[src/rtl/xapc_pkg.sv]
`default_nettype none
// ==========================================================================
// Shared constants and carriers of the data-space access port
package xapc_pkg;

  // ========================================================================
  // Special register addresses
  localparam logic [7:0] ADDR_PAGE   = 8'h00_AA; // Page register
  localparam logic [7:0] ADDR_CFG    = 8'h00_85; // Port configuration
  localparam logic [7:0] ADDR_DP_LO  = 8'h00_82; // Pointer low byte
  localparam logic [7:0] ADDR_DP_HI  = 8'h00_83; // Pointer high byte

  // ========================================================================
  // Reset values
  localparam logic [7:0] RST_PAGE    = 8'h00_00;
  localparam logic [7:0] RST_CFG     = 8'h00_03;
  localparam logic [15:0] RST_DP     = 16'h0000;

  // ========================================================================
  // Configuration fields
  localparam int CFG_FIFO_EN_BIT     = 6;  // fifo_window_enable
  localparam int CFG_NONMUX_BIT      = 4;  // Separate address/data pins
  localparam int CFG_MODE_LSB        = 2;  // Two mode bits
  localparam int CFG_ALE_LSB         = 0;  // Two strobe-width bits
  localparam logic [7:0] CFG_WMASK   = 8'h00_5F; // Bits 7 and 5 unused

  // ========================================================================
  // Memory map
  localparam logic [15:0] FIFO_LO    = 16'h0400;
  localparam logic [15:0] FIFO_HI    = 16'h07FF;

  // ========================================================================
  // Timing
  localparam int CLK_PERIOD_NS       = 100;  // system_clock, 10 MHz
  localparam int RAM_CYCLES          = 1;    // On-chip access length
  localparam int STROBE_CYCLES_DEF   = 2;    // Off-chip strobe width
  localparam int FIFO_MIN_CYCLES_DEF = 2;    // Least wait on fifo RAM

  // ========================================================================
  // Memory modes
  typedef enum logic [1:0] {
    XAPC_MODE_ONCHIP = 2'b00,
    XAPC_MODE_SPLIT  = 2'b01,
    XAPC_MODE_BANK   = 2'b10,
    XAPC_MODE_OFF    = 2'b11
  } xapc_mode_e;

  // Access targets
  typedef enum logic [1:0] {
    XAPC_TGT_RAM   = 2'b00,
    XAPC_TGT_FIFO  = 2'b01,
    XAPC_TGT_OFF   = 2'b10,
    XAPC_TGT_FLASH = 2'b11
  } xapc_tgt_e;

  // Pin group of the external_memory_port
  typedef struct packed {
    logic [7:0] ad;   // Data, or muxed low address and data
    logic [7:0] alo;  // Separate low address
    logic [7:0] ahi;  // High address
    logic       ale;  // Address latch strobe, high active
    logic       rd_n; // Read strobe
    logic       wr_n; // Write strobe
  } xapc_pins_s;

  // Core request
  typedef struct packed {
    logic       ptr_form; // 1: data_pointer, 0: page plus index
    logic       write;
    logic       flash;    // Move aimed at flash programming
    logic [7:0] index;    // R0 or
    logic [7:0] wdata;
  } xapc_req_s;

endpackage
`default_nettype wire

[src/rtl/xapc_ctrl.sv]
`default_nettype none
// ==========================================================================
module xapc_ctrl #(
  parameter int ONCHIP_SIZE     = 4096,
  parameter int STROBE_CYCLES   = xapc_pkg::STROBE_CYCLES_DEF,
  parameter int FIFO_MIN_CYCLES = xapc_pkg::FIFO_MIN_CYCLES_DEF
) (
  input  wire logic                 clk_i,        // system_clock
  input  wire logic                 sys_rst_i,    // Sync reset, high
  input  wire logic                 ce_i,         // Clock enable
  // Special register port
  input  wire logic [7:0]           sfr_addr_i,   // Register address
  input  wire logic                 sfr_wr_i,     // Write strobe
  input  wire logic                 sfr_rd_i,     // Read strobe
  input  wire logic [7:0]           sfr_wdata_i,  // Write data
  output logic [7:0]                sfr_rdata_o,  // Read data, registered
  // Core move request
  input  wire logic                 req_i,        // Start a move
  input  wire xapc_pkg::xapc_req_s  req_data_i,   // Move details
  output logic                      busy_o,       // Move in progress
  output logic                      done_o,       // Move complete pulse
  output logic [7:0]                rdata_o,      // Read result
  output logic [1:0]                target_o,     // Last target taken
  // On-chip RAM
  output logic                      ram_req_o,    // Access strobe
  output logic                      ram_we_o,     // Write
  output logic [15:0]               ram_addr_o,   // Address
  output logic [7:0]                ram_wdata_o,  // Write data
  input  wire logic [7:0]           ram_rdata_i,  // Read data
  // Fifo RAM bridge
  output logic                      fifo_req_o,   // Access request
  output logic                      fifo_we_o,    // Write
  output logic [9:0]                fifo_addr_o,  // Window offset
  output logic [7:0]                fifo_wdata_o, // Write data
  input  wire logic                 fifo_ack_i,   // Access finished
  input  wire logic [7:0]           fifo_rdata_i, // Read data
  // Port pins
  input  wire xapc_pkg::xapc_pins_s port_latch_i, // Port latch values
  input  wire xapc_pkg::xapc_pins_s port_oe_i,    // Crossbar enables
  input  wire xapc_pkg::xapc_pins_s pin_i,        // Pin levels
  output xapc_pkg::xapc_pins_s      pin_o,        // Pin drive value
  output xapc_pkg::xapc_pins_s      pin_oe_o      // Pin drive enable
);

  // ========================================================================
  // Parameter checks
  // A fifo move must outlast an on-chip move, so one cycle is refused
  if (STROBE_CYCLES < 1 || STROBE_CYCLES > 7 ||
      FIFO_MIN_CYCLES <= xapc_pkg::RAM_CYCLES || FIFO_MIN_CYCLES > 7 ||
      ONCHIP_SIZE < 1 || ONCHIP_SIZE > 65536) begin : g_chk
    $error("xapc_ctrl: parameter out of range");
  end

  localparam logic [2:0] STRB_LAST = 3'(STROBE_CYCLES - 1);
  localparam logic [2:0] FIFO_LAST = 3'(FIFO_MIN_CYCLES - 1);
  localparam logic [16:0] ONCHIP_END = 17'(ONCHIP_SIZE);

  typedef enum logic [2:0] {
    ST_IDLE = 3'b000,
    ST_RAM  = 3'b001,
    ST_FIFO = 3'b010,
    ST_ALE  = 3'b011,
    ST_HOLD = 3'b100,
    ST_STRB = 3'b101,
    ST_DONE = 3'b110
  } xapc_state_e;

  xapc_state_e state_q;
  logic [7:0]  page_q;
  logic [7:0]  cfg_q;
  logic [15:0] dp_q;
  logic [15:0] addr_q;
  logic        write_q;
  logic [7:0]  wdata_q;
  logic [7:0]  rdata_q;
  logic [7:0]  sfr_rdata_q;
  logic [2:0]  cnt_q;
  logic [1:0]  tgt_q;
  logic [15:0] req_addr;
  logic [1:0]  req_tgt;
  logic        claimed;
  logic        nonmux;
  logic [2:0]  ale_last;

  // ========================================================================
  // Address decode, used only for the request target
  function automatic logic [1:0] decode(input logic [15:0] a,
                                        input logic [7:0] cfg,
                                        input logic flash);
    logic [1:0] m;
    m = cfg[xapc_pkg::CFG_MODE_LSB +: 2];
    if (flash) begin
      decode = xapc_pkg::XAPC_TGT_FLASH;
    end else if (cfg[xapc_pkg::CFG_FIFO_EN_BIT] && a >= xapc_pkg::FIFO_LO &&
                 a <= xapc_pkg::FIFO_HI) begin
      decode = xapc_pkg::XAPC_TGT_FIFO;
    end else if (m == xapc_pkg::XAPC_MODE_ONCHIP) begin
      decode = xapc_pkg::XAPC_TGT_RAM;
    end else if (m == xapc_pkg::XAPC_MODE_OFF) begin
      decode = xapc_pkg::XAPC_TGT_OFF;
    end else begin
      decode = ({1'b0, a} < ONCHIP_END) ? xapc_pkg::XAPC_TGT_RAM
                                        : xapc_pkg::XAPC_TGT_OFF;
    end
  endfunction

  // Effective address of the two move forms
  assign req_addr = req_data_i.ptr_form ? dp_q
                                        : {page_q, req_data_i.index};
  assign req_tgt  = decode(req_addr, cfg_q, req_data_i.flash);
  assign nonmux   = cfg_q[xapc_pkg::CFG_NONMUX_BIT];
  assign ale_last = {1'b0, cfg_q[xapc_pkg::CFG_ALE_LSB +: 2]};

  // ========================================================================
  // Special registers; core writes win over nothing, no hardware setters
  always_ff @(posedge clk_i) begin
    if (sys_rst_i) begin
      page_q <= xapc_pkg::RST_PAGE;
      cfg_q  <= xapc_pkg::RST_CFG;
      dp_q   <= xapc_pkg::RST_DP;
    end else if (ce_i && sfr_wr_i) begin
      unique case (sfr_addr_i)
        xapc_pkg::ADDR_PAGE:  page_q <= sfr_wdata_i;
        xapc_pkg::ADDR_CFG:   cfg_q  <= sfr_wdata_i & xapc_pkg::CFG_WMASK;
        xapc_pkg::ADDR_DP_LO: dp_q[7:0]  <= sfr_wdata_i;
        xapc_pkg::ADDR_DP_HI: dp_q[15:8] <= sfr_wdata_i;
        default: ;
      endcase
    end
  end

  // Register read data; unmapped addresses read zero
  always_ff @(posedge clk_i) begin
    if (sys_rst_i) begin
      sfr_rdata_q <= 8'h00_00;
    end else if (ce_i && sfr_rd_i) begin
      unique case (sfr_addr_i)
        xapc_pkg::ADDR_PAGE:  sfr_rdata_q <= page_q;
        xapc_pkg::ADDR_CFG:   sfr_rdata_q <= cfg_q;
        xapc_pkg::ADDR_DP_LO: sfr_rdata_q <= dp_q[7:0];
        xapc_pkg::ADDR_DP_HI: sfr_rdata_q <= dp_q[15:8];
        default:              sfr_rdata_q <= 8'h00_00;
      endcase
    end
  end

  // ========================================================================
  // Move sequencer
  always_ff @(posedge clk_i) begin
    if (sys_rst_i) begin
      state_q <= ST_IDLE;
      cnt_q   <= 3'h0;
    end else if (ce_i) begin
      unique case (state_q)
        ST_IDLE: begin
          cnt_q <= 3'h0;
          if (req_i) begin
            unique case (req_tgt)
              xapc_pkg::XAPC_TGT_RAM:  state_q <= ST_RAM;
              xapc_pkg::XAPC_TGT_FIFO: state_q <= ST_FIFO;
              xapc_pkg::XAPC_TGT_OFF:  state_q <= nonmux ? ST_STRB : ST_ALE;
              xapc_pkg::XAPC_TGT_FLASH: state_q <= ST_DONE; // Flash elsewhere
            endcase
          end
        end
        ST_RAM: state_q <= ST_DONE;
        ST_FIFO: begin
          // Least wait plus the bridge ack; covers the usb_clock crossing
          if (cnt_q != FIFO_LAST) begin
            cnt_q <= cnt_q + 3'h1;
          end else if (fifo_ack_i) begin
            state_q <= ST_DONE;
          end
        end
        ST_ALE, ST_HOLD: begin
          if (cnt_q == ale_last) begin
            cnt_q   <= 3'h0;
            state_q <= (state_q == ST_ALE) ? ST_HOLD : ST_STRB;
          end else begin
            cnt_q <= cnt_q + 3'h1;
          end
        end
        ST_STRB: begin
          if (cnt_q == STRB_LAST) begin
            state_q <= ST_DONE;
          end else begin
            cnt_q <= cnt_q + 3'h1;
          end
        end
        ST_DONE: state_q <= ST_IDLE;
        default: state_q <= ST_IDLE;
      endcase
    end
  end

  // Request capture
  always_ff @(posedge clk_i) begin
    if (sys_rst_i) begin
      addr_q  <= 16'h0000;
      write_q <= 1'b0;
      wdata_q <= 8'h00_00;
      tgt_q   <= xapc_pkg::XAPC_TGT_RAM;
    end else if (ce_i && state_q == ST_IDLE && req_i) begin
      addr_q  <= req_addr;
      write_q <= req_data_i.write;
      wdata_q <= req_data_i.wdata;
      tgt_q   <= req_tgt;
    end
  end

  // Read result from whichever memory served the move
  always_ff @(posedge clk_i) begin
    if (sys_rst_i) begin
      rdata_q <= 8'h00_00;
    end else if (ce_i && !write_q) begin
      if (state_q == ST_RAM) begin
        rdata_q <= ram_rdata_i;
      end else if (state_q == ST_FIFO && cnt_q == FIFO_LAST && fifo_ack_i) begin
        rdata_q <= fifo_rdata_i;
      end else if (state_q == ST_STRB && cnt_q == STRB_LAST) begin
        rdata_q <= pin_i.ad; // Sampled at end of the read strobe
      end
    end
  end

  // ========================================================================
  // Memory side strobes
  assign ram_req_o    = (state_q == ST_RAM);
  assign ram_we_o     = write_q;
  assign ram_addr_o   = addr_q;
  assign ram_wdata_o  = wdata_q;
  assign fifo_req_o   = (state_q == ST_FIFO);
  assign fifo_we_o    = write_q;
  assign fifo_addr_o  = addr_q[9:0];
  assign fifo_wdata_o = wdata_q;

  // ========================================================================
  // Pin ownership; mode drivers stay with port mode registers
  assign claimed = (state_q == ST_ALE) || (state_q == ST_HOLD) ||
                   (state_q == ST_STRB);

  always_comb begin
    pin_o    = port_latch_i;
    pin_oe_o = port_oe_i;
    if (claimed) begin
      pin_o.ahi   = addr_q[15:8];
      // Pins of the unused bus style stay with the latch and crossbar
      pin_o.alo   = nonmux ? addr_q[7:0] : port_latch_i.alo;
      pin_o.ale   = nonmux ? port_latch_i.ale : (state_q == ST_ALE);
      pin_o.rd_n  = !(state_q == ST_STRB && !write_q);
      pin_o.wr_n  = !(state_q == ST_STRB && write_q);
      pin_o.ad    = (state_q == ST_ALE) ? addr_q[7:0] : wdata_q;
      pin_oe_o.ahi  = 8'h00_FF;
      pin_oe_o.alo  = nonmux ? 8'h00_FF : port_oe_i.alo;
      pin_oe_o.ale  = nonmux ? port_oe_i.ale : 1'b1;
      pin_oe_o.rd_n = 1'b1;
      pin_oe_o.wr_n = 1'b1;
      // Read data pins float except while the muxed address is shown
      pin_oe_o.ad = (write_q || state_q == ST_ALE) ? 8'h00_FF
                                                   : 8'h00_00;
    end
  end

  assign busy_o      = (state_q != ST_IDLE);
  assign done_o      = (state_q == ST_DONE);
  assign rdata_o     = rdata_q;
  assign target_o    = tgt_q;
  assign sfr_rdata_o = sfr_rdata_q;
endmodule
`default_nettype wire

[config.mk]
export PLATFORM = sky130hd
export DESIGN_NAME = xapc_ctrl
export DESIGN_NICKNAME = d
export VERILOG_FILES = /design/src/rtl/xapc_pkg.sv /design/src/rtl/xapc_ctrl.sv
export SDC_FILE = /design/constraint.sdc
export NUM_CORES = 1
export LEC_CHECK = 0
export ABC_AREA = 1
export CAP_MARGIN = 0
export CORE_MARGIN = 4
export CORE_UTILIZATION = 39
export DETAILED_ROUTE_END_ITERATION = 12
export DONT_BUFFER_PORTS = 1
export GPL_ROUTABILITY_DRIVEN = 1
export SLEW_MARGIN = 20
export SYNTH_ARGS = -nofsm -noshare
export SYNTH_HDL_FRONTEND = slang
export SYNTH_SLANG_ARGS = --single-unit
export TNS_END_PERCENT = 10
[constraint.sdc]
create_clock -name clk_i -period 1.7 [get_ports clk_i]
set_input_delay 0.085 -clock clk_i [delete_from_list [all_inputs] [get_ports clk_i]]
set_output_delay 0.085 -clock clk_i [all_outputs]
set_load 0.05 [all_outputs]
# Word-level counts from Yosys, hierarchy flattened
# Cells that the tools add are included.
# classes
n_div	0
bitwise	0
n_reduce_logical	32
mux	31
mul	0
n_shift	0
add_sub_neg	1
magnitude_cmp	3
n_eq_ne	24
# op_table
operator	n
$mux 8	7
$mux 27	2
$eq 8x8->1 const B	4
$pmux 8 s4	1
$mux 3	9
$pmux 3 s4	2
$ge 16x11->1 const B	1
$le 16x11->1 const B	1
$lt 16x13->1 const B	1
$mux 16	1
$pmux 3 s5	1
$logic_and 1x1->1	12
$mux 2	5
$ne 2x2->1 const B	5
$reduce_and 2->1	5
$eq 3x3->1 const B	3
$eq 2x2->1 const B	3
$eq 3x1->1 const B	2
$eq 3x2->1 const B	2
$reduce_and 6->1	1
$reduce_bool 3->1	2
$logic_not 2->1	2
$ne 2x1->1 const B	2
$reduce_and 4->1	1
other kinds (10)	16
# totals
out_inout_bits	120
latch_bits	0
mem_bits_ro	0
ramBits	0
n_memories	0
reg_bits	79

# Depth between registers and ports, before layout
# Gate-level depths: netlist of the first run.
# logic_depth
depth_word	11
depth_mapped	13
mapped_depth_nobuf	12

# Worst setup path after synthesis of the first run
# Ideal clock, no wire load.
# synth_timing
kind	reg-to-output
from	register state_q[2]
to	output port pin_o[17] (netlist name)
arrival_ps	2183
stages_incl_launch_ff	10
n_path_buf	2
slack_ps	-568
path_cell_list	dfxtp_1 > buf_6 > inv_1 > nand3_1 > nand2_1 > inv_1 > nand2_2 > nand2_1 > buf_2 > o21ai_0
# synth_lines
element	line	rtl
from (decl)	xapc_ctrl.sv:68	xapc_state_e state_q;
from (signal assigned)	xapc_ctrl.sv:161	xapc_pkg::XAPC_TGT_OFF: state_q <= nonmux ? ST_STRB : ST_ALE;
from (signal assigned)	xapc_ctrl.sv:178	state_q <= (state_q == ST_ALE) ? ST_HOLD : ST_STRB;
to (decl)	xapc_ctrl.sv:41	output xapc_pkg::xapc_pins_s pin_o,

==> results.sh, run 1 <==
export IMPL_status="finished, violations left"
export IMPL_violations="negative setup slack"
export IMPL_dpl_worst_slack_ns=-0.0266
export IMPL_hold_viol=0
export IMPL_crit_path_start="state_q[1]"
export IMPL_stdcell_count=970
export IMPL_cts_buffers=9
export IMPL_synth_adder_area_share_pct=0.544
export IMPL_r2r_start="state_q[0]"
export IMPL_synth_compound_area_share_pct=22.9
export IMPL_synthXorXnorAreaFrac_pct=0
export IMPL_mostFrequentLayoutCells="nand2_1 (181), inv_1 (79), buf_4 (77)"
export IMPL_synth_seq_cells=79
export IMPL_p_leak_nw=2.92
export IMPL_nets=963
export IMPL_filler_cell_count=1047
export IMPL_cap_violations=0
export IMPL_drt_initial_drc_count=332
export IMPL_wire_per_inst_microns=17.4
export IMPL_power_density_nw_per_um2=1480
export IMPL_utilization_pct=57.7
export IMPL_path_cells="nor2_4 > nand2_2 > nand2_2 > inv_4 > nand2_8 > buf_16 > o21ai_4 > buf_12 > nand2_2 > buf_12"
export IMPL_final_layout_size_suffix_gt1_share_pct=28.1
export IMPL_ys_seq_area_share_pct=34.4
export IMPL_hpwl_microns=12700
export IMPL_clk_pin_slew_ns=0.06
export IMPL_slew_headroom_pct=68.2
export IMPL_finalSetupViolCount=43
export IMPL_period_minus_slack_ns=1.84
export IMPL_clock_sinks=79
export IMPL_max_clock_path_buffers=2
export IMPL_routabilityCongestion=0.939
export IMPL_antenna_left=0
export IMPL_cts_tree="yes"
export IMPL_dieHeight_microns=117
export IMPL_skew_ns=0.00531
export IMPL_yosys_area_share_simple_pct=27.4
export IMPL_syn_cell_area_sq_um=4600
export IMPL_holdWs_ns=0.00600
export IMPL_grt_pass1_vias=4692
export IMPL_dieArea_sq_um=13600
export IMPL_grt_setup_unrepaired="yes"
export IMPL_cp_data_arrival_time_ns=1.76
export IMPL_vias=5076
export IMPL_maxSlewViolCount=0
export IMPL_initial_utilization_pct=40.1
export IMPL_fin_crit_sh_pct=108
export IMPL_fin_ws_ns=-0.141
export IMPL_slowest_stage="dfxtp_4"
export IMPL_synth_nets=855
export IMPL_critPathBufInv=4
export IMPL_synthMuxAreaShare_pct=0
export IMPL_cpMostUsedCell="nand2_2"
export IMPL_clock_latency_ns=0.33
export IMPL_syn2layout_area_growth_pct=43.8
export IMPL_regToRegSetupSlack_ns=0.03
export IMPL_worstPathRequired_ns=1.62
export IMPL_synthCells=714
export IMPL_hp_start="ram_rdata_i[1]"
export IMPL_final_common_cell="nand2_1"
export IMPL_portBuffers=0
export IMPL_critPathKind="register to primary output"
export IMPL_crit_family="simple AND/OR/NAND/NOR gates"
export IMPL_ys_types=35
export IMPL_placementRows=39
export IMPL_core_area_sq_um=11500
export IMPL_grt_total_usage_pct=22.7
export IMPL_setup_worst_path_end_class="primary output"
export IMPL_grt_max_degree=41
export IMPL_fin_total_pwr_mw=9.76
export IMPL_grt_remaining_overflow=0
export IMPL_worst_pin_slew_ns=0.474
export IMPL_antenna_found_initial=1
export IMPL_dpl_cell_count=915
export IMPL_cp_start_kind="register"
export IMPL_synth_top_family_by_area="simple AND/OR/NAND/NOR gates"
export IMPL_ys_warn_count=0
export IMPL_cts_root_buf="clkbuf_16"
export IMPL_path_max_fanout=8
export IMPL_drc_errors=0
export IMPL_ir_worst_vdd_mv=1.27
export IMPL_die_w_microns=117
export IMPL_first_pass_iters=5
export IMPL_min_path_type="input pin to register"
export IMPL_wirelength_microns=16800
export IMPL_slowest_delay_ns=0.38
export IMPL_ios=259
export IMPL_h_tree_depth=3
export IMPL_grt_pass1_wl_microns=23800
export IMPL_fmax_mhz=543
export IMPL_syn_avg_cell_area_sq_um=6.44
export IMPL_vias_per_cell=5.23
-- stage by stage --
step | area (sq um) | setup TNS (ns)
after global routing | 6610 | -7.65
after global placement | 5440 | 0
final | 6610 | -4.26
after floorplan | 4600 | -4.64
after CTS | 6420 | -2.50
after detailed placement | 5440 | -0.0526
-- metal layers --
| layer | global-route usage (%) | wire [microns] |
|---|---|---|
| met1 | 25.6 | 6290 |
| met2 | 41.7 | 8870 |
| met3 | 5.34 | 1290 |
| met4 | 8.03 | 401 |
| met5 | 0 | 0 |
-- worst register-to-register path: cells and delay by family, from the launching register on --
family          cells  cell delay, ns
compound gates      3            0.41
buf+inv             2            0.26
simple gates        5            0.56
flops               1            0.38
-- synthesized netlist by cell type, drive strengths merged --
master	n	area, sq um
nor2	42	185
clkinv	1	3.75
or2	12	75.1
nand4	2	27.5
nand2	203	777
nor4	1	21.3
o21ai	100	504
o211ai	1	7.51
nor3	5	30.0
dfxtp	79	1580
a21oi	76	388
buf	42	293
inv	92	348
o221ai	1	8.76
a211oi	6	45.0
ha	2	25.0
a31oi	9	56.3
o22ai	7	43.8
clkbuf	9	33.8
and2	1	6.26
nand3	23	138
-- cell families (layout without fill, tap and decap cells) --
family | count (synthesis) | count (layout)
buffers and inverters | 144 | 254
other | 0 | 1
DFF | 79 | 79
adders and majority gates | 2 | 2
AOI/OAI and AO/OA | 200 | 200
and+or+nand+nor | 289 | 291
-- area by class of cell --
cell class              count  area [sq um]  area share [%]
multi-input cells         493          2610            39.5
flip-flops and latches     79          1590            24.1
repair buffers            146          1530            23.2
inverters                  93           364            5.51
clock inverters             3          65.1           0.984
diodes                      1          2.50          0.0379
clock buffers              12           267            4.03
well taps                 143           179            2.71
-- timing repair --
item / CTS / global route
endpoints found under the setup margin: 54 / 79
gates cloned: 2 / 5
pin swaps: 8 / 5
buffers inserted: 10 / 1
hold buffers: 21 / 0
endpoints found under the hold margin: 61 / 0
gates resized for setup: 85 / 30
-- final timing paths --
check | to | cells past startpoint
worst min-delay path | rdata_o[1] | 4
worst max register to register | rdata_o[2] | 10
worst max-delay path | pin_oe_o[24] | 10
worst min register to register | page_q[2] | 2
-- power breakdown --
group,leakage [nW],internal [mW],switching (mW)
clock network,0.165,1.40,0.730
registers,0.642,2.03,0.170
logic,2.12,1.83,3.61
total,2.92,5.25,4.51
-- sequential cells by signal, indices dropped and copies added, names as in the netlist, 3 cells and up --
| name | flops |
|---|---|
| cfg_q | 6 |
| cnt_q | 3 |
| dp_q | 16 |
| fifo_wdata_o | 8 |
| page_q | 8 |
| ram_addr_o | 16 |
| rdata_o | 8 |
| sfr_rdata_o | 8 |
| state_q | 3 |
(Power assumes the default switching activity.)
==> run 2, diff against run 1 <==
ABC_AREA = unset   (was 1)
GPL_TIMING_DRIVEN = 0   (was unset)
==> results.sh, run 2 <==
export IMPL_power_density_nw_per_um2=1080
export IMPL_h_tree_depth=3
export IMPL_final_layout_size_suffix_gt1_share_pct=30.0
export IMPL_synth_edf_count=0
export IMPL_drt_initial_drc_count=212
export IMPL_cp_data_arrival_time_ns=2.32
export IMPL_die_w_microns=117
export IMPL_ir_worst_vdd_mv=0.402
export IMPL_synth_top_cell_by_area="dfxtp_1"
export IMPL_fin_area_sq_um=6160
export IMPL_antenna_left=0
export IMPL_ios=259
export IMPL_grt_pass1_vias=4491
export IMPL_fin_crit_sh_pct=123
export IMPL_path_cells="buf_6 > nor3b_4 > and3_4 > buf_4 > mux2i_2 > o21ai_0 > a22o_1"
export IMPL_mostFrequentLayoutCells="nand2_1 (65), dfxtp_1 (58), nor2_1 (56)"
export IMPL_maxSlewViolCount=0
export IMPL_period_minus_slack_ns=2.09
export IMPL_synthTopCellsByArea="dfxtp_1 (34%), mux2i_1 (12%), nand2_1 (6.4%), nor2_1 (4.7%), a211oi_1 (4.2%)"
export IMPL_max_clock_path_buffers=2
export IMPL_worst_pin_slew_ns=0.785
export IMPL_vias_per_cell=5.95
export IMPL_ys_warn_count=0
export IMPL_stdcell_count=757
export IMPL_grt_total_usage_pct=23.3
export IMPL_synthCells=559
export IMPL_clk_pin_slew_ns=0.06
export IMPL_drc_errors=0
export IMPL_dpl_cell_area_sq_um=4840
export IMPL_grt_setup_unrepaired="yes"
export IMPL_routabilityCongestion=0.840
export IMPL_initial_utilization_pct=40.1
export IMPL_fin_ws_ns=-0.393
export IMPL_dpl_cell_count=702
export IMPL_grt_max_degree=13
export IMPL_placementRows=39
export IMPL_cts_buffers=9
export IMPL_syn_cell_area_sq_um=4620
export IMPL_synth_top_area_share_pct=34.3
export IMPL_status="finished, violations left"
export IMPL_min_path_type="input pin to register"
export IMPL_register_area_sq_um=1610
export IMPL_crit_path_start="state_q[0]"
export IMPL_r2r_start="state_q[0]"
export IMPL_synth_ff_type="dfxtp_1"
export IMPL_clock_sinks=79
export IMPL_slowest_stage="nor3b_4"
export IMPL_hold_viol=0
export IMPL_synthArstFlopShare_pct=0
export IMPL_hpwl_microns=12400
export IMPL_slew_headroom_pct=47.7
export IMPL_setup_worst_path_end_class="register"
export IMPL_ys_types=59
export IMPL_dieHeight_microns=117
export IMPL_syn2layout_area_growth_pct=33.5
export IMPL_grt_pass1_wl_microns=24200
export IMPL_critPathKind="register to register"
export IMPL_cp_start_kind="register"
export IMPL_cts_tree="yes"
export IMPL_fmax_mhz=478
export IMPL_nets=751
export IMPL_ys_seq_area_share_pct=34.3
export IMPL_portBuffers=0
export IMPL_critPathBufInv=2
export IMPL_syn_avg_cell_area_sq_um=8.26
export IMPL_first_pass_iters=5
export IMPL_antenna_found_initial=0
export IMPL_p_leak_nw=2.55
export IMPL_crit_family="simple AND/OR/NAND/NOR gates"
export IMPL_multi_input_area_sq_um=3200
export IMPL_finalSetupViolCount=69
export IMPL_cap_violations=0
export IMPL_cts_root_buf="clkbuf_16"
export IMPL_wire_per_inst_microns=22.3
export IMPL_skew_ns=0.00538
export IMPL_final_common_cell="nand2_1"
export IMPL_core_area_sq_um=11500
export IMPL_fin_tns_setup_ns=-6.79
export IMPL_antenna_cells=0
export IMPL_slowest_delay_ns=0.55
export IMPL_synth_seq_cells=79
export IMPL_vias=4504
export IMPL_clock_latency_ns=0.34
export IMPL_filler_cell_count=1072
export IMPL_hp_start="req_data_i[14]"
export IMPL_yosys_top_cells_count="dfxtp_1 (79), nand2_1 (79), nor2_1 (58)"
export IMPL_worstPathRequired_ns=1.93
export IMPL_synth_nets=700
export IMPL_wirelength_microns=16900
export IMPL_grt_remaining_overflow=0
export IMPL_dieArea_sq_um=13600
export IMPL_path_max_fanout=4
export IMPL_violations="negative setup slack"
export IMPL_fin_total_pwr_mw=6.63
run 2: power by group:
| group | switching [mW] | internal [mW] | total (mW) |
|---|---|---|---|
| Sequential | 0.397 | 1.96 | 2.36 |
| Clock | 0.767 | 1.21 | 1.97 |
| Combinational | 1.62 | 0.682 | 2.30 |
| Total | 2.79 | 3.85 | 6.63 |
run 2: final cells by class:
type                    count  share of cell area [%]
flip-flops and latches     79                    26.1
repair buffers             42                    6.60
inverters                   9                   0.589
clock inverters             3                   0.691
clock buffers              12                    4.16
multi-input cells         417                    51.9
plain buffers              52                    7.01
well taps                 143                    2.90
run 2: worst register-to-register path, stage by stage, from the launching register on:
cell and delay, ns:
dfxtp_2 0.32, buf_6 0.11, nor3b_4 0.55, and3_4 0.36, buf_4 0.13, mux2i_2 0.20
o21ai_0 0.11, a22o_1 0.20
run 2: stage by stage:
step | hold WS (ns) | setup WS [ns] | utilization [%]
after floorplan | 0.210 | -0.325 | -
after global placement | 0.217 | -0.706 | 41.7
after detailed placement | 0.218 | -0.736 | 42.0
after CTS | 0.000540 | -0.458 | 51.7
after global routing | 0.0173 | -0.475 | 53.5
final | 0.00970 | -0.393 | 53.5
run 2: cells by family after synthesis:
kind of cell / synth area share (%)
AOI/OAI and AO/OA: 21.1
DFF: 34.3
adders and majority gates: 0.542
and+or+nand+nor: 22.3
muxes: 13.9
xor gates and xnor gates: 0.380
buffers and inverters: 7.45
run 2: timing repair:
item | CTS | global route
setup endpoints to repair | 94 | 97
hold buffers | 30 | 0
gates resized for setup | 130 | 50
setup buffers | 5 | 7
hold endpoints to repair | 55 | 0
pin swaps | 24 | 19
gates cloned | 0 | 0
run 2: final timing paths:
path | endpoint | slack, ns | cells past startpoint
setup / recovery | rdata_o[3] | -0.39 | 7
hold / removal | ram_addr_o[6] | 0.01 | 2
setup reg to reg | rdata_o[3] | -0.39 | 7
hold reg to reg | page_q[1] | 0.53 | 2
run 2: metal layers:
layer / wire length, microns / global-route usage (%)
met5: 0 / 0
met1: 6620 / 26.7
met4: 439 / 8.18
met3: 1020 / 5.24
met2: 8810 / 42.5
